--- config.mk ---
export PLATFORM = sky130hd
export DESIGN_NAME = cmp_back_end
export DESIGN_NICKNAME = d
export VERILOG_FILES = /design/src/hdl/cmp_pkg.sv /design/src/hdl/cmp_back_end.sv
export SDC_FILE = /design/constraint.sdc
export NUM_CORES = 1
export LEC_CHECK = 0
export BUFFER_PORTS_ARGS = -buffer_cell sky130_fd_sc_hd__buf_2
export CELL_PAD_IN_SITES_DETAIL_PLACEMENT = 1
export CELL_PAD_IN_SITES_GLOBAL_PLACEMENT = 1
export CORE_ASPECT_RATIO = 1.25
export CORE_UTILIZATION = 31
export CTS_CLUSTER_DIAMETER = 80
export DETAILED_ROUTE_END_ITERATION = 8
export GPL_TIMING_DRIVEN = 0
export HOLD_SLACK_MARGIN = 0.05
export PLACE_DENSITY_LB_ADDON = 0.12
export SLEW_MARGIN = 10
export SYNTH_ARGS = -nofsm -noshare
export SYNTH_HDL_FRONTEND = slang
export SYNTH_SLANG_ARGS = --single-unit
--- constraint.sdc ---
create_clock -name REF_CLK -period 1.83 [get_ports REF_CLK]
set_clock_uncertainty 0.1 [all_clocks]
set_input_delay 0.366 -clock REF_CLK [delete_from_list [all_inputs] [get_ports REF_CLK]]
set_output_delay 0.366 -clock REF_CLK [all_outputs]
set_load 0.005 [all_outputs]
--- src/hdl/cmp_pkg.sv ---
package cmp_pkg;

  // ==========================================================================
  // Bus geometry
  localparam int unsigned ADDR_W = 8;
  localparam int unsigned DATA_W = 32;

  // ==========================================================================
  // Register byte addresses, one aligned word each
  localparam logic [7:0] GLOBAL_IRQ_OFS = 8'h00;
  localparam logic [7:0] PERIPH_IE_OFS  = 8'h04;
  localparam logic [7:0] PERIPH_IF_OFS  = 8'h08;
  localparam logic [7:0] MIRROR_OFS     = 8'h0c;
  localparam logic [7:0] CMP_CTRL_OFS   = 8'h10;
  localparam logic [7:0] PIN_CTRL_OFS   = 8'h14;

  // ==========================================================================
  // Field positions
  localparam int unsigned GIE_BIT       = 7;
  localparam int unsigned PERIPHERAL_IRQ_ENABLE_BIT      = 6;
  localparam int unsigned CMP_B_IRQ_BIT = 4;
  localparam int unsigned CMP_A_IRQ_BIT = 3;
  localparam int unsigned MIRROR_A_BIT  = 7;
  localparam int unsigned MIRROR_B_BIT  = 6;
  localparam int unsigned GATE_SEL_BIT  = 1;
  localparam int unsigned SYNC_EN_BIT   = 0;
  localparam int unsigned OUT_B_BIT     = 7;
  localparam int unsigned OUT_A_BIT     = 6;
  localparam int unsigned POL_B_BIT     = 5;
  localparam int unsigned POL_A_BIT     = 4;
  localparam int unsigned EN_B_BIT      = 1;
  localparam int unsigned EN_A_BIT      = 0;
  localparam int unsigned DIR_B_BIT     = 5;
  localparam int unsigned DIR_A_BIT     = 4;
  localparam int unsigned DATA_B_BIT    = 3;
  localparam int unsigned DATA_A_BIT    = 2;
  localparam int unsigned ROUTE_B_BIT   = 1;
  localparam int unsigned ROUTE_A_BIT   = 0;

  // ==========================================================================
  // Reset values
  localparam logic       GIE_RST      = 1'b0;
  localparam logic       PERIPHERAL_IRQ_ENABLE_RST     = 1'b0;
  localparam logic [1:0] IE_RST       = 2'h0;
  localparam logic [1:0] IF_RST       = 2'h0;
  localparam logic       GATE_SEL_RST = 1'b1;
  localparam logic       SYNC_EN_RST  = 1'b0;
  localparam logic [1:0] DIR_RST      = 2'h3;

  // ==========================================================================
  // Carriers
  typedef struct packed {
    logic a_en;
    logic b_en;
    logic a_pol;
    logic b_pol;
  } cmp_cfg_t;

  typedef struct packed {
    logic a_route;
    logic b_route;
    logic a_data;
    logic b_data;
    logic a_dir;
    logic b_dir;
  } pin_cfg_t;

  localparam cmp_cfg_t CMP_CFG_RST = '{1'b0, 1'b0, 1'b0, 1'b0};
  localparam pin_cfg_t PIN_CFG_RST = '{1'b0, 1'b0, 1'b0, 1'b0,
                                       DIR_RST[0], DIR_RST[1]};

endpackage

--- src/hdl/cmp_back_end.sv ---
// Notes on behaviour
// - Sync enable 1 latches comparator B on counter clock fall; 0 passes.
// - One register mirrors both comparator outputs for a skew-free read.
// - Reading the mirror register never refreshes the mismatch latches.
// - Gate select 1 picks the gate pin, 0 the synced comparator B.
// - Comparator output bits are read-only; writes leave them unchanged.
// - Routed pin carries the comparator output instead of the port latch.
// - The pin direction bit stays the output enable while routed.
// - A polarity bit per comparator inverts its output for every use.
// - With a prescaler the sync latch uses the prescaled counter clock.
// - Capture on counter clock fall; the counter counts on the rise.
// - Flag sets on the edge where output first differs from latch.
// - Writing 0 clears a flag; writing 1 sets it as a soft interrupt.
// - Interrupt needs flag, its enable, peripheral and global enables.
// - Unrefreshed latch: return gives no flag; refreshed: return flags.
// - A change coinciding with a register read may miss its flag; this design still sets the flag.
// - Reset returns every register, disabling both comparators.
//
// Decided for this implementation: the register offsets and the APB slave port.
module cmp_back_end (
  // Clock and reset
  input  wire logic        REF_CLK,
  input  wire logic        SRST,
  // APB slave
  input  wire logic        PSEL,
  input  wire logic        PENABLE,
  input  wire logic        PWRITE,
  input  wire logic [7:0]  PADDR,
  input  wire logic [31:0] PWDATA,
  output logic      [31:0] PRDATA,
  output logic             PREADY,
  output logic             PSLVERR,
  // Analog comparators
  input  wire logic        CMP_A_RAW,
  input  wire logic        CMP_B_RAW,
  output logic             CMP_A_EN,
  output logic             CMP_B_EN,
  // Gated counter
  input  wire logic        CNT_CLK_RAW,
  input  wire logic        CNT_CLK_PRESC,
  input  wire logic        CNT_PRESCALE_ON,
  input  wire logic        COUNTER_GATE_PIN,
  output logic             COUNTER_GATE,
  // Comparator pins
  output logic             CMP_A_PIN_O,
  output logic             CMP_A_PIN_OE,
  output logic             CMP_B_PIN_O,
  output logic             CMP_B_PIN_OE,
  // Interrupt to the processor
  output logic             IRQ
);

  // ==========================================================================
  // Address decode helper
  function automatic logic hit(input logic [7:0] addr,
                               input logic [7:0] ofs);
    hit = (addr[7:2] == ofs[7:2]);
  endfunction

  // ==========================================================================
  // Register state
  logic                gie_q;
  logic                peripheral_irq_enable_q;
  logic [1:0]          irq_en_q;
  logic [1:0]          irq_flag_q;
  logic [1:0]          irq_flag_d;
  logic                gate_sel_q;
  logic                sync_en_q;
  cmp_pkg::cmp_cfg_t   cfg_q;
  cmp_pkg::pin_cfg_t   pin_q;

  // Bus handshake
  logic                pready_q;
  logic                pslverr_q;
  logic [31:0]         prdata_q;
  logic                setup;
  logic                acc;
  logic                wr;
  logic                rd;
  logic                mapped;

  // Input synchronisers
  logic [4:0]          meta_q;
  logic [4:0]          sync_q;
  logic                cmp_a_out;
  logic                cmp_b_out;
  logic                cclk;
  logic                cclk_prev_q;
  logic                cclk_fall;

  // Comparator B sync latch and gate
  logic                sync_latch_q;
  logic                cmp_b_synced_output;
  logic                gate_q;

  // Mismatch detection
  logic [1:0]          mm_q;
  logic [1:0]          mism_prev_q;
  logic [1:0]          mismatch_now;
  logic [1:0]          mism_rise;
  logic                refresh;

  // Registered outputs
  logic                irq_q;
  logic                pin_a_o_q;
  logic                pin_a_oe_q;
  logic                pin_b_o_q;
  logic                pin_b_oe_q;

  // ==========================================================================
  // APB slave: zero wait states, error on unmapped words
  assign setup  = PSEL & ~PENABLE;
  assign acc    = PSEL & PENABLE & pready_q;
  assign wr     = acc & PWRITE;
  assign rd     = acc & ~PWRITE;
  assign mapped = hit(PADDR, cmp_pkg::GLOBAL_IRQ_OFS)
                | hit(PADDR, cmp_pkg::PERIPH_IE_OFS)
                | hit(PADDR, cmp_pkg::PERIPH_IF_OFS)
                | hit(PADDR, cmp_pkg::MIRROR_OFS)
                | hit(PADDR, cmp_pkg::CMP_CTRL_OFS)
                | hit(PADDR, cmp_pkg::PIN_CTRL_OFS);

  always_ff @(posedge REF_CLK) begin
    if (SRST) begin
      pready_q  <= 1'b0;
      pslverr_q <= 1'b0;
    end else begin
      pready_q  <= setup;
      pslverr_q <= setup & ~mapped;
    end
  end

  // Read data is captured in the setup cycle so that it leaves a flop.
  always_ff @(posedge REF_CLK) begin
    if (SRST) begin
      prdata_q <= 32'h0000_0000;
    end else if (setup) begin
      prdata_q <= 32'h0000_0000;
      if (hit(PADDR, cmp_pkg::GLOBAL_IRQ_OFS)) begin
        prdata_q[cmp_pkg::GIE_BIT]  <= gie_q;
        prdata_q[cmp_pkg::PERIPHERAL_IRQ_ENABLE_BIT] <= peripheral_irq_enable_q;
      end
      if (hit(PADDR, cmp_pkg::PERIPH_IE_OFS)) begin
        prdata_q[cmp_pkg::CMP_B_IRQ_BIT] <= irq_en_q[1];
        prdata_q[cmp_pkg::CMP_A_IRQ_BIT] <= irq_en_q[0];
      end
      if (hit(PADDR, cmp_pkg::PERIPH_IF_OFS)) begin
        prdata_q[cmp_pkg::CMP_B_IRQ_BIT] <= irq_flag_q[1];
        prdata_q[cmp_pkg::CMP_A_IRQ_BIT] <= irq_flag_q[0];
      end
      if (hit(PADDR, cmp_pkg::MIRROR_OFS)) begin
        prdata_q[cmp_pkg::MIRROR_A_BIT] <= cmp_a_out;
        prdata_q[cmp_pkg::MIRROR_B_BIT] <= cmp_b_out;
        prdata_q[cmp_pkg::GATE_SEL_BIT] <= gate_sel_q;
        prdata_q[cmp_pkg::SYNC_EN_BIT]  <= sync_en_q;
      end
      if (hit(PADDR, cmp_pkg::CMP_CTRL_OFS)) begin
        prdata_q[cmp_pkg::OUT_B_BIT] <= cmp_b_out;
        prdata_q[cmp_pkg::OUT_A_BIT] <= cmp_a_out;
        prdata_q[cmp_pkg::POL_B_BIT] <= cfg_q.b_pol;
        prdata_q[cmp_pkg::POL_A_BIT] <= cfg_q.a_pol;
        prdata_q[cmp_pkg::EN_B_BIT]  <= cfg_q.b_en;
        prdata_q[cmp_pkg::EN_A_BIT]  <= cfg_q.a_en;
      end
      if (hit(PADDR, cmp_pkg::PIN_CTRL_OFS)) begin
        prdata_q[cmp_pkg::DIR_B_BIT]   <= pin_q.b_dir;
        prdata_q[cmp_pkg::DIR_A_BIT]   <= pin_q.a_dir;
        prdata_q[cmp_pkg::DATA_B_BIT]  <= pin_q.b_data;
        prdata_q[cmp_pkg::DATA_A_BIT]  <= pin_q.a_data;
        prdata_q[cmp_pkg::ROUTE_B_BIT] <= pin_q.b_route;
        prdata_q[cmp_pkg::ROUTE_A_BIT] <= pin_q.a_route;
      end
    end
  end

  // ==========================================================================
  // Writable configuration
  always_ff @(posedge REF_CLK) begin
    if (SRST) begin
      gie_q      <= cmp_pkg::GIE_RST;
      peripheral_irq_enable_q     <= cmp_pkg::PERIPHERAL_IRQ_ENABLE_RST;
      irq_en_q   <= cmp_pkg::IE_RST;
      gate_sel_q <= cmp_pkg::GATE_SEL_RST;
      sync_en_q  <= cmp_pkg::SYNC_EN_RST;
      cfg_q      <= cmp_pkg::CMP_CFG_RST;
      pin_q      <= cmp_pkg::PIN_CFG_RST;
    end else if (wr) begin
      if (hit(PADDR, cmp_pkg::GLOBAL_IRQ_OFS)) begin
        gie_q  <= PWDATA[cmp_pkg::GIE_BIT];
        peripheral_irq_enable_q <= PWDATA[cmp_pkg::PERIPHERAL_IRQ_ENABLE_BIT];
      end
      if (hit(PADDR, cmp_pkg::PERIPH_IE_OFS)) begin
        irq_en_q <= {PWDATA[cmp_pkg::CMP_B_IRQ_BIT],
                     PWDATA[cmp_pkg::CMP_A_IRQ_BIT]};
      end
      // Mirror bits have no storage, so a write cannot alter them.
      if (hit(PADDR, cmp_pkg::MIRROR_OFS)) begin
        gate_sel_q <= PWDATA[cmp_pkg::GATE_SEL_BIT];
        sync_en_q  <= PWDATA[cmp_pkg::SYNC_EN_BIT];
      end
      if (hit(PADDR, cmp_pkg::CMP_CTRL_OFS)) begin
        cfg_q.a_en  <= PWDATA[cmp_pkg::EN_A_BIT];
        cfg_q.b_en  <= PWDATA[cmp_pkg::EN_B_BIT];
        cfg_q.a_pol <= PWDATA[cmp_pkg::POL_A_BIT];
        cfg_q.b_pol <= PWDATA[cmp_pkg::POL_B_BIT];
      end
      if (hit(PADDR, cmp_pkg::PIN_CTRL_OFS)) begin
        pin_q.a_route <= PWDATA[cmp_pkg::ROUTE_A_BIT];
        pin_q.b_route <= PWDATA[cmp_pkg::ROUTE_B_BIT];
        pin_q.a_data  <= PWDATA[cmp_pkg::DATA_A_BIT];
        pin_q.b_data  <= PWDATA[cmp_pkg::DATA_B_BIT];
        pin_q.a_dir   <= PWDATA[cmp_pkg::DIR_A_BIT];
        pin_q.b_dir   <= PWDATA[cmp_pkg::DIR_B_BIT];
      end
    end
  end

  // ==========================================================================
  // Input synchronisers and polarity
  always_ff @(posedge REF_CLK) begin
    if (SRST) begin
      meta_q <= 5'h00;
      sync_q <= 5'h00;
    end else begin
      meta_q <= {CNT_CLK_PRESC, CNT_CLK_RAW, COUNTER_GATE_PIN,
                 CMP_B_RAW, CMP_A_RAW};
      sync_q <= meta_q;
    end
  end

  // A disabled comparator reads as zero whatever its polarity.
  assign cmp_a_out = cfg_q.a_en & (sync_q[0] ^ cfg_q.a_pol);
  assign cmp_b_out = cfg_q.b_en & (sync_q[1] ^ cfg_q.b_pol);

  // ==========================================================================
  // Comparator B synchronisation to the counter clock
  // The counter counts on the rising edge, so the capture on the falling
  // edge keeps the gate steady across each increment.
  assign cclk      = CNT_PRESCALE_ON ? sync_q[4] : sync_q[3];
  assign cclk_fall = cclk_prev_q & ~cclk;

  always_ff @(posedge REF_CLK) begin
    if (SRST) begin
      cclk_prev_q  <= 1'b0;
      sync_latch_q <= 1'b0;
    end else begin
      cclk_prev_q <= cclk;
      if (cclk_fall) begin
        sync_latch_q <= cmp_b_out;
      end
    end
  end

  assign cmp_b_synced_output = sync_en_q ? sync_latch_q : cmp_b_out;

  always_ff @(posedge REF_CLK) begin
    if (SRST) begin
      gate_q <= 1'b0;
    end else begin
      gate_q <= gate_sel_q ? sync_q[2] : cmp_b_synced_output;
    end
  end

  // ==========================================================================
  // Mismatch latches and edge-set flags
  // Only an access to the comparator control word refreshes the latches.
  assign refresh      = acc & hit(PADDR, cmp_pkg::CMP_CTRL_OFS);
  assign mismatch_now = {cmp_b_out, cmp_a_out} ^ mm_q;
  assign mism_rise    = mismatch_now & ~mism_prev_q;

  always_ff @(posedge REF_CLK) begin
    if (SRST) begin
      mm_q        <= 2'h0;
      mism_prev_q <= 2'h0;
    end else begin
      // After a refresh the old level counts as a change again.
      if (refresh) begin
        mm_q        <= {cmp_b_out, cmp_a_out};
        mism_prev_q <= 2'h0;
      end else begin
        mism_prev_q <= mismatch_now;
      end
    end
  end

  // A hardware set in the same cycle as a software clear wins, so the
  // read race that may drop a flag is not present here.
  always_comb begin
    irq_flag_d = irq_flag_q;
    if (wr && hit(PADDR, cmp_pkg::PERIPH_IF_OFS)) begin
      irq_flag_d = {PWDATA[cmp_pkg::CMP_B_IRQ_BIT],
                    PWDATA[cmp_pkg::CMP_A_IRQ_BIT]};
    end
    irq_flag_d = irq_flag_d | mism_rise;
  end

  always_ff @(posedge REF_CLK) begin
    if (SRST) begin
      irq_flag_q <= cmp_pkg::IF_RST;
    end else begin
      irq_flag_q <= irq_flag_d;
    end
  end

  always_ff @(posedge REF_CLK) begin
    if (SRST) begin
      irq_q <= 1'b0;
    end else begin
      irq_q <= gie_q & peripheral_irq_enable_q & (|(irq_flag_q & irq_en_q));
    end
  end

  // ==========================================================================
  // Pin multiplexers
  always_ff @(posedge REF_CLK) begin
    if (SRST) begin
      pin_a_o_q  <= 1'b0;
      pin_b_o_q  <= 1'b0;
      pin_a_oe_q <= 1'b0;
      pin_b_oe_q <= 1'b0;
    end else begin
      pin_a_o_q  <= pin_q.a_route ? cmp_a_out : pin_q.a_data;
      pin_b_o_q  <= pin_q.b_route ? cmp_b_out : pin_q.b_data;
      pin_a_oe_q <= ~pin_q.a_dir;
      pin_b_oe_q <= ~pin_q.b_dir;
    end
  end

  assign PRDATA       = prdata_q;
  assign PREADY       = pready_q;
  assign PSLVERR      = pslverr_q;
  assign CMP_A_EN     = cfg_q.a_en;
  assign CMP_B_EN     = cfg_q.b_en;
  assign COUNTER_GATE = gate_q;
  assign CMP_A_PIN_O  = pin_a_o_q;
  assign CMP_A_PIN_OE = pin_a_oe_q;
  assign CMP_B_PIN_O  = pin_b_o_q;
  assign CMP_B_PIN_OE = pin_b_oe_q;
  assign IRQ          = irq_q;
endmodule

==> results.ini, run 1 <==
[run_status]
status = finished, final reports clean

[floorplanning]
die_height_um = 95.8
initial_core_util_pct = 32.6
coreArea_um2 = 6690
io_pins = 93
die_area_um2 = 7380
rows = 33
die_w_um = 77.1

[timing]
tightest_slew_ps = 589
min_period_over_period_pct = 95.6
grt_setup_unrepaired = no
maxSlewViolCount = 0
max_freq_ghz = 0.572
slew_headroom_pct = 60.7
period_minus_slack_ps = 1750
setup_viol = 0
postLayoutSetupSlackWorst_ps = 80.6
whs_ps = 163
hold_viol = 0

[placed_design]
place_congestion = 0.719
dp_worst_setup_slack_ps = -518
io_buffer_count = 39
dp_hpwl_um = 4050
place_inst = 376
placed_area_um2 = 2580

[cts]
clk_latency_ps = 300
clkTransAtPathRegs_ps = 100
cts_buffer_depth = 2
ctsHoldBuffers = 0
htree_levels = 2
cts.sinks = 50
cts_tree = done
clockRootBuffer = clkbuf_8
numCtsBuffers = 5

[global_route]
grt_max_degree = 17
grt_util_all_layers_pct = 15.0
grt_pass1_wl_um = 8240
use_met3_pct = 3.13
grt_pass1_vias = 1618
grt.busiest_layer = met2
met1_usage_pct = 17.8
use_met2_pct = 26.7
grt_overflow = 0
grt_antenna_before_repair = 0

[worst_setup_path]
worstSetupPathType = input port to flop
critPathRequiredTime_ps = 1960
rrSetupSlack_ps = 260
worstPathArrival_ps = 1880
worstSetupStartpointType = input port
r2r_end = irq_flag_q[0]
rr_startpoint = cfg_q[1]
critPathMaxFanout = 7
r2r_cells = 5
cp-end-kind = flop

[pwr]
powerDensity_nw_per_um2 = 755
ir_drop_v = 0.000482
p_leak_nw = 1.19

[yosys]
synth_area_per_cell_um2 = 9.62
ys.flop_type = dfxtp_1
synth_area_leaders = dfxtp_1 (46%), buf_4 (8.6%), mux2i_1 (7.8%)
ys_seq_area_share_pct = 45.8
synth_top_cell_by_area = dfxtp_1
ys_warn_count = 0
synth_top_area_share_pct = 45.8
ys_async_sr_fraction_pct = 0
syn_area_um2 = 2180
ys_types = 40
yosysMostFrequentCell = dfxtp_1
synth_seq_cells = 50
synth_edf_count = 0
syn_inst = 227
synth.top_cells.by_count = dfxtp_1 (50), nor2_1 (28), buf_4 (25), mux2i_1 (17), nor2b_1 (14)

[detailed_routing]
drc = 0
drt_pass1_iterations = 4
drt-total-wl_um = 5420
wl_per_cell_um = 13.9
viasPerCell = 4.55
ant_nets = 0
drt-initial-drc-count = 88
vias = 1770

[finish]
final_layout_size_suffix_gt1_share_pct = 29.8
fin_area_um2 = 2760
num_antenna_cells = 0
fin_nets = 352
synthToLayoutAreaGrowth_pct = 26.5
final_util_pct = 41.3
final_cells = 389

[hold_path]
worstHoldStart = CMP_A_RAW
hold_end = meta_q[0]
min_path_type = input port to flop
holdPathStages = 2

[flow_run]
drv_cap = 0

-- layer usage --
metal  part of all wire, %  vias to the layer above  routed length, µm
met5                     0                        -                  0
met4                  0.85                        0                 46
met3                   4.4                        4                241
met2                    50                       43               2720
met1                    44                      843               2410
li1                      -                      880                  -
-- repair_timing --
action	CTS	global route
resized for setup	2	1
endpoints found under the hold margin	0	0
setup buffers	2	3
cloned	0	0
pin swaps	1	2
setup endpoints to repair	12	12
-- registers in the layout (all words and copies together) (netlist names), 2 cells and up --
register	count
PRDATA	8
pin_q	6
meta_q	5
sync_q	5
cfg_q	2
irq_en_q	2
irq_flag_q	2
mism_prev_q	2
mm_q	2
-- final cells by class --
class / instances / area, µm²
buffer: 36 / 234
tap: 87 / 109
clock buffer: 5 / 68.8
inverter: 2 / 7.51
fill: 821 / 3930
multi-input combinational: 162 / 1050
clock inverter: 3 / 45.0
timing repair buffer: 44 / 245
sequential: 50 / 1000
-- power by group --
part | total, mW | switching (mW) | internal [mW]
Sequential | 1.12 | 0.00722 | 1.11
Clock | 0.786 | 0.379 | 0.407
Combinational | 0.185 | 0.0999 | 0.0849
Total | 2.09 | 0.486 | 1.60
-- worst max-delay path, stage by stage --
cell	delay [ps]
buf_2	120
or4b_4	600
nor3_4	370
a221oi_1	210
nor3_1	200
-- metrics by stage --
stage | TNS, ps | total power [mW]
after floorplan | 0 | 1.26
after global placement | -7140 | 1.32
after detailed placement | -7380 | 1.32
after CTS | 0 | 2.12
after global routing | 0 | 2.19
final | 0 | 2.09
-- cells by family after synthesis --
kind of cell | share of synthesized area [%]
AO/OA/AOI/OAI | 8.94
buffers and inverters | 10.9
XOR/XNOR | 1.60
flip-flops | 45.8
AND/OR/NAND/NOR | 24.8
multiplexers | 7.79
other | 0.172
-- cell usage in the layout (no fill, tap or decap), types with 3 or more instances in the layout --
master and count:
a211o_1 3, a21oi_1 5, a221oi_1 3, a22oi_1 3, a311oi_1 4, buf_2 40, buf_4 28, clkbuf_1 10
clkbuf_8 5, conb_1 24, dfxtp_1 50, mux2i_1 17, nand2_1 13, nand2b_1 3, nand3b_1 6, nor2_1 27
nor2b_1 14, nor3_1 6, nor3_4 3
-- worst max-delay path by stage --
stage | from | end | slack (ps) | cells past startpoint
2_1_floorplan | PADDR[5] | pin_q[0] | 0.6 | 4
3_3_place_gp | PADDR[5] | PRDATA[5] | -490 | 5
3_5_place_dp | PADDR[5] | PRDATA[5] | -520 | 5
4_1_cts | PREADY | pin_q[0] | 30 | 5
5_1_grt | PADDR[3] | PRDATA[5] | 9 | 5
6_report | PADDR[5] | PRDATA[5] | 80 | 5
No activity file was read; power rests on OpenSTA's default activity.
==> run 2, diff against run 1 <==
Settings changed: ABC_AREA from default to 1, CELL_PAD_IN_SITES_GLOBAL_PLACEMENT 1 to 2, CORE_UTILIZATION 31 to 23.
==> results.ini, run 2 <==
[yosys]
synth_area_per_cell_um2 = 7.50  ; -22%
synth-compound-area-share_pct = 14.3  ; +5.3 points
synth_seq_cells = 50  ; unchanged
synth_top_cell_by_area = dfxtp_1
syn_area_um2 = 2220  ; +1.7%
ys_types = 28  ; -30%
synthAdderAreaFrac_pct = 0  ; unchanged
ys_seq_area_share_pct = 45.1  ; -0.77 points
ys.flop_type = dfxtp_1
ys_async_sr_fraction_pct = 0  ; unchanged
syn_inst = 296  ; +30%
ys_warn_count = 0  ; unchanged
yosysMostFrequentCell = nor2_1
synthMuxAreaShare_pct = 0.451  ; -7.3 points
synth_top_area_share_pct = 45.1  ; -0.77 points
synth_area_leaders = dfxtp_1 (45%), nor2_1 (8.6%), buf_4 (8.5%)
synth_xor_area_share_pct = 0  ; -1.6 points
synth_top_family_by_area = simple AND/OR/NAND/NOR gates
yosys.area_share.simple_pct = 23.4  ; -1.4 points
synth_edf_count = 0  ; unchanged
synth.top_cells.by_count = nor2_1 (51), dfxtp_1 (50), inv_1 (40), nand2_1 (35), o21ai_0 (30)

[timing]
grt_setup_unrepaired = no
hold_viol = 0  ; unchanged
slew_headroom_pct = 61.6  ; +0.84 points
max_freq_ghz = 0.700  ; +22%
setup_viol = 0  ; unchanged
period_minus_slack_ps = 1430  ; -321 ps
maxSlewViolCount = 0  ; unchanged
min_period_over_period_pct = 78.0  ; -18 points
tightest_slew_ps = 577  ; -12.6 ps
tns_ps = 0  ; unchanged

[cts]
post_cts_buffers = 0  ; -2
cts_tree = done
htree_levels = 2  ; unchanged
numCtsBuffers = 5  ; unchanged
cts.sinks = 50  ; unchanged
clkTransAtPathRegs_ps = 70  ; -30 ps
ctsHoldBuffers = 0  ; unchanged
cts_resized = 0  ; -2
clockRootBuffer = clkbuf_16
cts_buffer_depth = 2  ; unchanged
clk_latency_ps = 290  ; about the same

[detailed_routing]
drt-total-wl_um = 5910  ; +9.2%
drt_pass1_iterations = 4  ; unchanged
ant_nets = 0  ; unchanged
wl_per_cell_um = 12.1  ; -13%
vias = 1944  ; +9.8%
drc = 0  ; unchanged
drt-initial-drc-count = 75  ; -15%
viasPerCell = 3.97  ; -13%

[global_route]
grt_pass1_vias = 1954  ; +21%
grt_max_degree = 16  ; -1
grt_pass1_wl_um = 9690  ; +18%
grt_overflow = 0  ; unchanged
grt_antenna_before_repair = 0  ; unchanged
grt_util_all_layers_pct = 12.3  ; -2.6 points

[flow_run]
drv_cap = 0  ; unchanged

[finish]
final_layout_size_suffix_gt1_share_pct = 24.5  ; -5.3 points
num_antenna_cells = 0  ; unchanged
largest_reg_flops = 8  ; unchanged
fin_nets = 418  ; +19%
final_cell_mix = nor2_1 (51), dfxtp_1 (50), buf_2 (42), inv_1 (40), nand2_1 (35)
synthToLayoutAreaGrowth_pct = 26.3
final_util_pct = 30.3  ; -11 points
final_common_cell = nor2_1

[floorplanning]
rows = 39  ; +18%
initial_core_util_pct = 24.0  ; -8.7 points
die_w_um = 89.9  ; +17%
die_area_um2 = 10100  ; +36%
die_height_um = 112  ; +17%
io_pins = 93  ; unchanged
coreArea_um2 = 9270  ; +39%

[worst_setup_path]
worstPathArrival_ps = 1560  ; -320 ps
worstSetupStartpointType = flop
critPathMaxFanout = 7  ; unchanged
rrSetupSlack_ps = 400  ; +140 ps
cp-end-kind = flop
worstSetupPathType = flop to flop
critPathRequiredTime_ps = 1960  ; about the same

[pwr]
powerDensity_nw_per_um2 = 790  ; +4.5%
p_leak_nw = 1.38  ; +16%
ir_drop_v = 0.000390  ; -19%

[run_status]
status = finished, final reports clean

[placed_design]
dp_hpwl_um = 4840  ; +19%
place_congestion = 0.731  ; +1.6%
io_buffer_count = 41  ; +5.1%

[hold_path]
min_path_type = input port to flop

run 2: final cells by class:
cell class / instances / area [µm²]
fill: 1170 / 6470
multi-input combinational: 196 / 936
inverter: 43 / 163
clock inverter: 2 / 13.8
tap: 123 / 154
sequential: 50 / 1000
timing repair buffer: 41 / 205
clock buffer: 5 / 125
buffer: 30 / 208
run 2: path summary, 6_finish.rpt:
check	cells past startpoint	end	start
setup / recovery	8	irq_flag_q[1]	CMP_B_EN
hold / removal	3	meta_q[2]	COUNTER_GATE_PIN
hold reg to reg	2	sync_q[1]	meta_q[1]
setup reg to reg	8	irq_flag_q[1]	CMP_B_EN
run 2: per-stage QoR:
step | total power [mW] | worst slack, ps | hold WS, ps | cell area, µm² | instances
global placement | 1.33 | 63.3 | 290 | 2670 | 483
CTS | 2.25 | 370 | 173 | 2810 | 490
detailed placement | 1.33 | 74.4 | 303 | 2670 | 483
floorplan | 1.26 | 535 | 288 | 2310 | 319
global route | 2.32 | 170 | 192 | 2810 | 490
finish | 2.21 | 402 | 177 | 2810 | 490
run 2: kinds of logic (layout without fill, tap and decap cells):
group / after synthesis / count (layout)
flip-flops: 50 / 50
AO/OA/AOI/OAI: 59 / 59
other: 1 / 24
AND/OR/NAND/NOR: 112 / 112
buffers and inverters: 73 / 121
multiplexers: 1 / 1
run 2: report_power, final:
group	switching, mW	internal [mW]	total [mW]
clock	0.406	0.502	0.908
sequential	0.00819	1.11	1.12
combinational	0.104	0.0844	0.189
run 2: routing by layer:
| layer | wire, µm | track usage (%) | vias up |
|---|---|---|---|
| met3 | 216 | 2.46 | 5 |
| met2 | 3050 | 22.8 | 40 |
| met1 | 2600 | 14.5 | 875 |
| li1 | - | - | 1024 |
| met5 | 0 | 0 | - |
| met4 | 51 | 2.90 | 0 |
run 2: worst max-delay path, cell delays in order, from the launching register on:
cell and delay (ps):
dfxtp_1 390, inv_1 80, nor2_1 140, nand2_1 240, nand2_1 130, nand2_1 80
nor2_1 100, o21bai_1 80, inv_1 50
